## src/copy_cmd_pkg.sv

```systemverilog
// Package: header fields, opcode map, register map and power-image layout
`default_nettype none
package copy_cmd_pkg;
   // ---------------------------------------------------------------
   // Header fields
   // ---------------------------------------------------------------
   localparam int CLASS_HI   = 31;
   localparam int CLASS_LO   = 29;
   localparam int OP2D_HI    = 28;
   localparam int OP2D_LO    = 22;
   localparam int DEP2D_HI   = 21;
   localparam int DEP2D_LO   = 9;
   localparam int LEN2D_HI   = 8;
   localparam int LEN2D_LO   = 0;
   localparam int MIOP_HI    = 28;
   localparam int MIOP_LO    = 23;
   localparam int MILEN_HI   = 5;
   localparam int MILEN_LO   = 0;
   localparam logic [2:0] CLASS_HOST = 3'h0;
   localparam logic [2:0] CLASS_BLT  = 3'h2;
   // Host interface opcode groups (upper two bits of the six-bit opcode)
   localparam logic [5:0] MI_NOP_OP    = 6'h00;
   localparam logic [1:0] MI_GRP_ONE   = 2'h0;
   localparam logic [1:0] MI_GRP_MULTI = 2'h1;
   localparam logic [1:0] MI_GRP_STORE = 2'h2;
   localparam logic [1:0] MI_GRP_RING  = 2'h3;
   localparam logic [5:0] MI_LRI_OP    = 6'h22;
   localparam logic [5:0] MI_BBEND_OP  = 6'h0a;
   // 2D opcode map
   localparam logic [6:0] OP_COORD_SETUP = 7'h01;
   localparam logic [6:0] OP_CLIP_SETUP  = 7'h03;
   localparam logic [6:0] OP_MONO_SETUP  = 7'h11;
   localparam logic [6:0] OP_XFER_A_LO   = 7'h24;
   localparam logic [6:0] OP_XFER_A_HI   = 7'h26;
   localparam logic [6:0] OP_XFER_B      = 7'h31;
   localparam logic [6:0] OP_XFER_C_LO   = 7'h40;
   localparam logic [6:0] OP_XFER_C_HI   = 7'h59;
   localparam logic [6:0] OP_XFER_D_LO   = 7'h71;
   localparam logic [6:0] OP_XFER_D_HI   = 7'h77;
   localparam logic [6:0] OP_HOLE_LO     = 7'h45;
   localparam logic [6:0] OP_HOLE_HI     = 7'h47;
   localparam logic [6:0] OP_HOLE2_LO    = 7'h49;
   localparam logic [6:0] OP_HOLE2_HI    = 7'h4f;
   localparam logic [6:0] OP_LINEAR_A    = 7'h40;
   localparam logic [6:0] OP_LINEAR_B    = 7'h43;
   // Chroma-key transfers in the immediate range carry no inline tail
   localparam logic [6:0] OP_CHROMA_SRC  = 7'h73;
   localparam logic [6:0] OP_CHROMA_PAT  = 7'h76;
   // ---------------------------------------------------------------
   // Register map
   // ---------------------------------------------------------------
   localparam logic [19:0] MMIO_LO        = 20'h22000;
   localparam logic [19:0] MMIO_HI        = 20'h224ff;
   localparam logic [19:0] WRITE_OPEN_PFX = 20'h22000;
   localparam logic [19:0] WRITE_OPEN_MSK = 20'hfff00;
   localparam logic [19:0] BUS_AGENT_ADDR = 20'h220a0;
   localparam logic [19:0] SWCTRL_BASE    = 20'h22200;
   localparam logic [19:0] GPR_BASE       = 20'h22600;
   localparam int          OPEN_DWORDS    = 32;
   localparam logic [19:0] BLOCK_SPAN     = 20'h00080;
   localparam int          REG_IDX_HI     = 6;
   localparam int          REG_IDX_LO     = 2;
   localparam logic [31:0] REG_RESET      = 32'h0000_0000;
   // ---------------------------------------------------------------
   // Power context image layout (dword offsets)
   // ---------------------------------------------------------------
   localparam int          FRONT_DWORDS = 192;
   localparam logic [7:0]  PI_NOOP0     = 8'hd0;
   localparam logic [7:0]  PI_LRI       = 8'hd1;
   localparam logic [7:0]  PI_AGENT_A   = 8'hd4;
   localparam logic [7:0]  PI_AGENT_D   = 8'hd5;
   localparam logic [7:0]  PI_BBEND     = 8'hdf;
   localparam logic [31:0] LRI_HEADER   = 32'h1100_1003;
   localparam logic [31:0] NOOP_DW      = 32'h0000_0000;
   localparam logic [31:0] BBEND_DW     = 32'h0500_0000;
   // Pitch granularity in bytes for untiled colour operands
   localparam logic [3:0]  PITCH_BYTES  = 4'h4;

   typedef enum logic [2:0] {
      KIND_NONE, KIND_HOST, KIND_SETUP, KIND_XFER, KIND_RESERVED
   } cmd_kind_e;

   // Decoded header, presented to the engine
   typedef struct packed {
      logic        valid;
      cmd_kind_e   kind;
      logic        to_engine;
      logic [6:0]  opcode;
      logic [12:0] dep_data;
      logic [8:0]  dw_count;
      logic [1:0]  host_group;
      logic        inline_data;
   } hdr_dec_s;

   // Clipped transfer rectangle
   typedef struct packed {
      logic        valid;
      logic        skip;
      logic [15:0] x1;
      logic [15:0] y1;
      logic [15:0] x2;
      logic [15:0] y2;
      logic [17:0] pitch_bytes;
   } rect_s;
endpackage
`default_nettype wire

```

## src/copy_cmd_header_decoder.sv

```systemverilog
// Command header decoder, register writes, power image and rectangle rules
//
// Overview of operation
// RULE_01: Header bits 31:29 pick host or blit class
// RULE_02: Blit header: opcode, data, dword count fields
// RULE_03: Host opcodes grouped by upper nibble; the code groups by the upper two bits of the six-bit opcode
// RULE_04: Multi-dword host length from bits 5:0
// RULE_05: Opcodes 01h,03h,11h only load setup state
// RULE_06: Listed opcode ranges transfer; others reserved
// RULE_07: Fixed length, some with inline data tail
// RULE_08: Non-secure immediate loads may write 22XX
// RULE_09: Open blocks at 22600h and 22200h, 32 dwords
// RULE_10: Power image starts with 192 front dwords
// RULE_11: Back image: noop, load header, agent mode, end
// RULE_12: Save and reload state on context switch; the code reloads only the agent mode register
// RULE_13: Immediate operands come from the stream
// RULE_14: Operands from aperture or cacheable memory
// RULE_15: Untiled colour pitch counted in dwords
// RULE_16: First corner inclusive, second corner exclusive
// RULE_17: Software keeps source and clip non-negative
// RULE_18: Unclipped negative destination clamps to zero
// RULE_19: Linear blit with zero size does nothing
// RULE_20: Claim only register cycles in 22000h-224FFh
// RULE_21: Header routes command to engine or parser
// RULE_22: Reserved header flagged, no memory access
`default_nettype none
module copy_cmd_header_decoder
   import copy_cmd_pkg::*;
(
   input  wire logic        clk,
   input  wire logic        srst,
   input  wire logic        ce,
   // Command dword stream from the fetch FIFO
   input  wire logic        cmd_valid,
   input  wire logic [31:0] cmd_dword,
   input  wire logic        cmd_nonsecure,
   output logic             cmd_ready,
   // Register cycle port
   input  wire logic        reg_wr,
   input  wire logic        reg_rd,
   input  wire logic [19:0] reg_addr,
   input  wire logic [31:0] reg_wdata,
   input  wire logic        reg_priv,
   output logic             reg_claim,
   output logic [31:0]      reg_rdata,
   // Decoded header and inline data
   output hdr_dec_s         hdr_out,
   output logic             inline_valid,
   output logic [31:0]      inline_dword,
   output logic             mem_fetch_en,
   output logic             reserved_flag,
   // Rectangle input for a transfer
   input  wire logic        rect_load,
   input  wire logic        clip_en,
   input  wire logic        operand_tiled,
   input  wire logic        operand_mono,
   input  wire logic [15:0] pitch_dw,
   input  wire logic signed [15:0] dx1,
   input  wire logic signed [15:0] dy1,
   input  wire logic signed [15:0] dx2,
   input  wire logic signed [15:0] dy2,
   output rect_s            rect_out,
   // Power image readout (dword index into this engine's region)
   input  wire logic        img_rd,
   input  wire logic [7:0]  img_idx,
   input  wire logic [31:0] front_ctx,
   output logic             img_valid,
   output logic [31:0]      img_dword,
   // Context restore of the agent mode register
   input  wire logic        ctx_restore,
   input  wire logic [31:0] ctx_agent_mode
);
   // ---------------------------------------------------------------
   // State
   // ---------------------------------------------------------------
   typedef enum logic [1:0] {ST_HEADER, ST_BODY, ST_INLINE} parse_e;

   typedef struct packed {
      parse_e      pst;
      logic [8:0]  remain;
      logic        ready;
      hdr_dec_s    hdr;
      logic        inl_v;
      logic [31:0] inl_d;
      logic        fetch;
      logic        resv;
      logic        claim;
      logic [31:0] rdata;
      logic [31:0] agent_mode;
      rect_s       rect;
      logic        img_v;
      logic [31:0] img_d;
   } state_s;

   state_s st;
   state_s next_st;
   logic [31:0] swctrl [OPEN_DWORDS];
   logic [31:0] gpr    [OPEN_DWORDS];
   logic [4:0]  widx;
   logic        in_sw;
   logic        in_gpr;

   assign widx   = reg_addr[REG_IDX_HI:REG_IDX_LO];
   assign in_sw  = (reg_addr >= SWCTRL_BASE) && (reg_addr < SWCTRL_BASE + BLOCK_SPAN);
   assign in_gpr = (reg_addr >= GPR_BASE) && (reg_addr < GPR_BASE + BLOCK_SPAN);

   // ---------------------------------------------------------------
   // Header classification
   // ---------------------------------------------------------------
   function automatic hdr_dec_s decode(input logic [31:0] h);
      hdr_dec_s d;
      logic [6:0] op;
      d = '0;
      op = h[OP2D_HI:OP2D_LO];
      d.valid = 1'b1;
      // RULE_01 class select
      if (h[CLASS_HI:CLASS_LO] == CLASS_BLT) begin
         // RULE_02 blit fields
         d.opcode   = op;
         d.dep_data = h[DEP2D_HI:DEP2D_LO];
         d.dw_count = h[LEN2D_HI:LEN2D_LO];
         // RULE_05 setup opcodes
         if (op == OP_COORD_SETUP || op == OP_CLIP_SETUP || op == OP_MONO_SETUP) begin
            d.kind = KIND_SETUP;
         // RULE_06 transfer ranges
         end else if ((op >= OP_XFER_A_LO && op <= OP_XFER_A_HI) || op == OP_XFER_B ||
                      (op >= OP_XFER_C_LO && op <= OP_XFER_C_HI &&
                       !(op >= OP_HOLE_LO && op <= OP_HOLE_HI) &&
                       !(op >= OP_HOLE2_LO && op <= OP_HOLE2_HI)) ||
                      (op >= OP_XFER_D_LO && op <= OP_XFER_D_HI)) begin
            d.kind = KIND_XFER;
         end else begin
            d.kind = KIND_RESERVED;
         end
         // RULE_13 immediate forms carry inline data
         d.inline_data = (op == OP_XFER_B) || (op >= OP_XFER_D_LO && op <= OP_XFER_D_HI &&
                          op != OP_CHROMA_SRC && op != OP_CHROMA_PAT);
         // RULE_21 engine route
         d.to_engine = (d.kind != KIND_RESERVED);
      end else if (h[CLASS_HI:CLASS_LO] == CLASS_HOST) begin
         // RULE_03 host groups
         d.kind       = KIND_HOST;
         d.opcode     = {1'b0, h[MIOP_HI:MIOP_LO]};
         d.host_group = h[MIOP_HI:MIOP_HI-1];
         // RULE_04 multi-dword length
         if (h[MIOP_HI:MIOP_LO] != MI_NOP_OP && d.host_group != MI_GRP_ONE)
            d.dw_count = {3'h0, h[MILEN_HI:MILEN_LO]};
         d.to_engine = 1'b0;
      end else begin
         // RULE_22 reserved class
         d.kind = KIND_RESERVED;
      end
      return d;
   endfunction

   // ---------------------------------------------------------------
   // Next-state logic
   // ---------------------------------------------------------------
   always_comb begin
      hdr_dec_s d;
      logic signed [15:0] cx1;
      logic signed [15:0] cy1;
      d = decode(cmd_dword);
      cx1 = dx1;
      cy1 = dy1;
      next_st = st;
      next_st.hdr.valid = 1'b0;
      next_st.inl_v = 1'b0;
      next_st.img_v = 1'b0;
      next_st.claim = 1'b0;
      next_st.rect.valid = 1'b0;
      next_st.ready = 1'b1;
      // Command stream parsing
      if (cmd_valid && st.ready) begin
         case (st.pst)
            ST_HEADER: begin
               next_st.hdr = d;
               // RULE_22 flag and suppress fetch
               next_st.resv  = st.resv | (d.kind == KIND_RESERVED);
               next_st.fetch = (d.kind == KIND_XFER);
               // RULE_07 body length from the header count
               next_st.remain = d.dw_count;
               if (d.dw_count != 9'h0 && d.kind != KIND_RESERVED)
                  next_st.pst = d.inline_data ? ST_INLINE : ST_BODY;
            end
            ST_BODY, ST_INLINE: begin
               // RULE_13 inline operands passed from the stream
               next_st.inl_v = 1'b1;
               next_st.inl_d = cmd_dword;
               next_st.remain = st.remain - 9'h1;
               if (st.remain == 9'h1)
                  next_st.pst = ST_HEADER;
            end
            default: next_st.pst = ST_HEADER;
         endcase
      end
      // RULE_20 claim window
      if ((reg_wr || reg_rd) && reg_addr >= MMIO_LO && reg_addr <= MMIO_HI) begin
         next_st.claim = 1'b1;
         next_st.rdata = REG_RESET;
         if (reg_rd) begin
            if (reg_addr == BUS_AGENT_ADDR)
               next_st.rdata = st.agent_mode;
            else if (in_sw)
               next_st.rdata = swctrl[widx];
            else if (in_gpr)
               next_st.rdata = gpr[widx];
            else if (reg_addr == MMIO_LO)
               next_st.rdata = {28'h0, st.resv, st.fetch, st.pst};
         end
         // RULE_08 unprotected 22XX write
         if (reg_wr && reg_addr == BUS_AGENT_ADDR &&
             (reg_priv || (reg_addr & WRITE_OPEN_MSK) == WRITE_OPEN_PFX))
            next_st.agent_mode = reg_wdata;
         // Writing the status word clears the reserved flag unless a reserved header is taken in the same cycle
         if (reg_wr && reg_addr == MMIO_LO)
            next_st.resv = st.ready && cmd_valid && st.pst == ST_HEADER && d.kind == KIND_RESERVED;
      end
      // Open-block writes outside the window land but are never claimed
      // RULE_12 context restore reloads the saved agent mode register
      if (ctx_restore)
         next_st.agent_mode = ctx_agent_mode;
      // Rectangle conventions
      if (rect_load) begin
         // RULE_18 clamp negatives when unclipped
         if (!clip_en && cx1 < 0)
            cx1 = '0;
         if (!clip_en && cy1 < 0)
            cy1 = '0;
         next_st.rect.valid = 1'b1;
         next_st.rect.x1 = cx1;
         next_st.rect.y1 = cy1;
         next_st.rect.x2 = (!clip_en && dx2 < 0) ? 16'h0 : dx2;
         next_st.rect.y2 = (!clip_en && dy2 < 0) ? 16'h0 : dy2;
         // RULE_16 exclusive second corner gives empty when x2<=x1
         // RULE_19 zero size suppresses access
         // Compare as signed so a negative corner under clipping orders right
         next_st.rect.skip = ($signed(next_st.rect.x2) <= $signed(next_st.rect.x1)) ||
                             ($signed(next_st.rect.y2) <= $signed(next_st.rect.y1));
         // RULE_15 dword pitch for untiled colour
         next_st.rect.pitch_bytes = (!operand_tiled && !operand_mono) ?
                                    {pitch_dw, 2'h0} : {2'h0, pitch_dw};
         // RULE_14 fetch only when rectangle non-empty
         if (next_st.rect.skip)
            next_st.fetch = 1'b0;
      end
      // Power image readout
      if (img_rd) begin
         next_st.img_v = 1'b1;
         // RULE_10 front context first
         if (img_idx < 8'(FRONT_DWORDS))
            next_st.img_d = front_ctx;
         else begin
            // RULE_11 back-end layout
            case (img_idx)
               PI_LRI:     next_st.img_d = LRI_HEADER;
               PI_AGENT_A: next_st.img_d = {12'h0, BUS_AGENT_ADDR};
               PI_AGENT_D: next_st.img_d = st.agent_mode;
               PI_BBEND:   next_st.img_d = BBEND_DW;
               default:    next_st.img_d = NOOP_DW;
            endcase
         end
      end
   end

   // ---------------------------------------------------------------
   // Registers
   // ---------------------------------------------------------------
   always_ff @(posedge clk) begin
      if (srst) begin
         st <= '0;
      end else if (ce) begin
         st <= next_st;
      end
   end

   // RULE_09 open register blocks
   always_ff @(posedge clk) begin
      if (ce && reg_wr && in_sw)
         swctrl[widx] <= reg_wdata;
      if (ce && reg_wr && in_gpr)
         gpr[widx] <= reg_wdata;
   end

   assign cmd_ready     = st.ready;
   assign reg_claim     = st.claim;
   assign reg_rdata     = st.rdata;
   assign hdr_out       = st.hdr;
   assign inline_valid  = st.inl_v;
   assign inline_dword  = st.inl_d;
   assign mem_fetch_en  = st.fetch;
   assign reserved_flag = st.resv;
   assign rect_out      = st.rect;
   assign img_valid     = st.img_v;
   assign img_dword     = st.img_d;
endmodule
`default_nettype wire

```

## config.mk

```make
export PLATFORM = sky130hd
export DESIGN_NAME = copy_cmd_header_decoder
export DESIGN_NICKNAME = d
export VERILOG_FILES = /design/src/copy_cmd_pkg.sv /design/src/copy_cmd_header_decoder.sv
export SDC_FILE = /design/constraint.sdc
export NUM_CORES = 2
export LEC_CHECK = 0
export BUFFER_PORTS_ARGS = -buffer_cell sky130_fd_sc_hd__buf_4
export CORE_MARGIN = 3
export CORE_UTILIZATION = 35
export DETAILED_ROUTE_END_ITERATION = 8
export PLACE_DENSITY_LB_ADDON = 0.3
export SETUP_SLACK_MARGIN = 0.1
export SYNTH_ARGS = -nofsm -noshare
export SYNTH_HDL_FRONTEND = slang
export SYNTH_SLANG_ARGS = --single-unit
```

## constraint.sdc

```tcl
create_clock -name clk -period 4 [get_ports clk]
set_clock_uncertainty 0.2 [all_clocks]
set_input_delay 0.4 -clock clk [delete_from_list [all_inputs] [get_ports clk]]
set_output_delay 0.4 -clock clk [all_outputs]
set_load 0.02 [all_outputs]
```

==> flow_metrics.env <==
export IMPL_status="finished, final reports clean"
export IMPL_max_cap_violations=0
export IMPL_cts_clk_slew_worst_paths_ps=60
export IMPL_relSlewSlack_pct=18.0
export IMPL_cp_num_buf_inv=3
export IMPL_root_buffer="clkbuf_16"
export IMPL_ctsLongestPathBuffers=3
export IMPL_syn_to_final_growth_pct=23.6
export IMPL_place_gp_congestion=0.908
export IMPL_cp_slowest_cell="ha_1"
export IMPL_path_delay_family="buffers and inverters"
export IMPL_cts_htree_levels=4
export IMPL_num_fill_cells=14800
export IMPL_drt_pre_antenna_iters=7
export IMPL_crit_required_ps=4490
export IMPL_ys_flop_type="edfxtp_1"
export IMPL_dpl_hpwl_um=123000
export IMPL_p_leak_uw=0.0252
export IMPL_startpoint_type="register"
export IMPL_drive_gt1_share_pct=23.5
export IMPL_finalCriticalPeriod_ps=3250
export IMPL_async_flop_share_pct=0
export IMPL_via_count=37600
export IMPL_synth_enable_flop_cells=1184
export IMPL_grt_overflow=0
export IMPL_hold_slack_ps=35.4
export IMPL_grt_pass1_wl_um=271000
export IMPL_setup_viol_count_final=0
export IMPL_slew_violations=0
export IMPL_layout_nets=4823
export IMPL_synth_area_um2=58800
export IMPL_drc=0
export IMPL_grt_usage_pct=21.7
export IMPL_synth_cells=3910
export IMPL_clock_sinks=1449
export IMPL_fp_coreArea_um2=166000
export IMPL_crit_arrival_ps=3740
export IMPL_path_common_cell="inv_1"
export IMPL_critPathKind="register to register"
export IMPL_ant_nets=0
export IMPL_place_port_buffers=470
export IMPL_antenna_found_initial=11
export IMPL_timing_final_crit_share_pct=81.2
export IMPL_cts_resized=0
export IMPL_rows=149
export IMPL_initial_core_util_pct=35.4
export IMPL_wire_per_inst_um=28.0
export IMPL_max_freq_ghz=0.308
export IMPL_synth_nets=4196
export IMPL_grt_met1_usage_pct=28.4
export IMPL_die_area_um2=173000
export IMPL_die_w_um=416
export IMPL_path_max_fanout=21
export IMPL_grt_busiest_layer="met2"
export IMPL_grt_use_met3_pct=3.69
export IMPL_holdCritPathClass="input port to register"
export IMPL_syn_area_per_cell_um2=15.0
export IMPL_cts_hold_buffers=284
export IMPL_worstSkewPairLatency_ps=780
export IMPL_drtIter0Drc=4126
export IMPL_io_pins=473
export IMPL_hold_viol=0
export IMPL_numCtsBuffers=154
export IMPL_die_h_um=416
export IMPL_max_slew_worst_pin_slew_ps=1230
export IMPL_wl_um=192000
export IMPL_grt_setup_unrepaired="no"
export IMPL_finalSetupTns_ps=0
export IMPL_cp_slowest_stage_delay_ps=700
export IMPL_path_cells="inv_1 -> ha_1 -> inv_1 -> nor2_2 -> nand2_1 -> dlygate4sd3_1 -> a21oi_1"
export IMPL_power_density_nw_per_um2=457
export IMPL_ys_ff_latch=1449
export IMPL_ir_drop_mv=0.440
export IMPL_synth_cell_types=71
export IMPL_grt_met2_usage_pct=36.0
export IMPL_post_cts_setup_buffers=0
export IMPL_grt_max_degree=89
export IMPL_ys_warn_count=0
export IMPL_cp_end_kind="register"
export IMPL_first_global_vias=36400
export IMPL_seq_area_frac_synth_pct=69.5
export IMPL_cts_tree="done"
export IMPL_viasPerCell=5.49
[kinds of logic after synthesis]
logic type                 synth area share, %
AOI/OAI and AO/OA                         7.38
adders and majority gates                0.766
buffers and inverters                     4.63
muxes                                     11.1
and+or+nand+nor                           6.57
DFF                                       69.5
[state kept, by name, indices dropped and copies added (netlist names), 32 cells and up]
| register | flops |
|---|---|
| img_dword | 32 |
| st | 43 |
| reg_rdata | 32 |
| rect_out | 84 |
| hdr_out | 36 |
| gpr | 160 |
| swctrl | 1024 |
| inline_dword | 32 |
[metrics by stage]
step | util [%] | setup slack [ps] | instances | cell area [um^2] | total power, uW
after floorplan | - | 277 | 3910 | 58800 | 17800
after global placement | 39.0 | 310 | 6286 | 64700 | 18800
after detailed placement | 39.0 | 289 | 6286 | 64700 | 18800
after CTS | 43.8 | 785 | 6856 | 72600 | 33400
after global routing | 43.8 | 504 | 6857 | 72600 | 34200
final | 43.8 | 753 | 6857 | 72600 | 33200
[final timing paths]
kind	slack, ps	start	cells after the start	end
setup / recovery	750	st[264]	7	inline_dword[13]
hold / removal	40	reg_wdata[0]	1	swctrl[2][0]
setup reg to reg	750	st[264]	7	inline_dword[13]
hold reg to reg	250	reg_rdata[3]	2	reg_rdata[3]
[final cells by class]
| type | instances | area, um^2 | area share, % |
|---|---|---|---|
| Timing Repair Buffer | 934 | 8270 | 11.4 |
| Clock buffer | 188 | 3990 | 5.49 |
| Multi-Input combinational cell | 1980 | 15600 | 21.5 |
| Clock inverter | 98 | 1120 | 1.54 |
| Sequential cell | 1449 | 40900 | 56.2 |
| Inverter | 18 | 67.6 | 0.0930 |
| Antenna cell | 1 | 2.50 | 0.00344 |
| Tap cell | 2189 | 2740 | 3.77 |
[report_power, final]
group	switching, uW	total, uW	internal, uW
Combinational	1350	2290	945
Sequential	79.7	16500	16400
Clock	6150	14500	8300
Total	7570	33200	25600
[metal layers]
layer | wire (um) | share of wire (%)
met2 | 93500 | 49
met1 | 77400 | 40
met4 | 7400 | 3.8
met5 | 13 | 0.0068
met3 | 14000 | 7.3
[cell usage after synthesis (7+ instances only)]
cell type  instances  share of area, %
o21ai_0           76              0.65
or3_1              7             0.075
a311oi_1          17              0.25
a21oi_1          185               1.6
and2_1            36              0.38
o22ai_1           44              0.47
nor4_1            20              0.21
buf_4            221               2.8
nor2b_1           17              0.18
buf_2             67              0.57
dfxtp_1          265               9.0
nor3_1            45              0.38
nand2_1          295               1.9
mux2i_1          305               5.2
nand3_1           68              0.58
a211oi_1          38              0.49
a22oi_1          206               2.6
buf_1             15             0.096
a221oi_1          27              0.40
nand2b_1          20              0.21
nand4_1           40              0.43
ha_1              36              0.77
a31oi_1            8             0.085
edfxtp_1        1184                60
or2_2              7             0.075
clkbuf_1         160               1.0
mux4_2           151               5.8
mux2_2             8              0.15
nor2_1           213               1.4
inv_1             18              0.11
[placed cells by master, fill, tap and decap left out, types with 68 or more instances in the layout]
cell,Yosys,final
o21ai_0,76,76
dfxtp_1,265,265
nand2_1,295,292
nand3_1,68,68
dlygate4sd3_1,0,284
nor2_1,213,178
edfxtp_1,1184,1184
mux4_2,151,151
a22oi_1,206,206
mux2i_1,305,305
clkbuf_16,0,154
buf_4,221,605
a21oi_1,185,184
No activity file was read; power rests on OpenSTA's default activity.
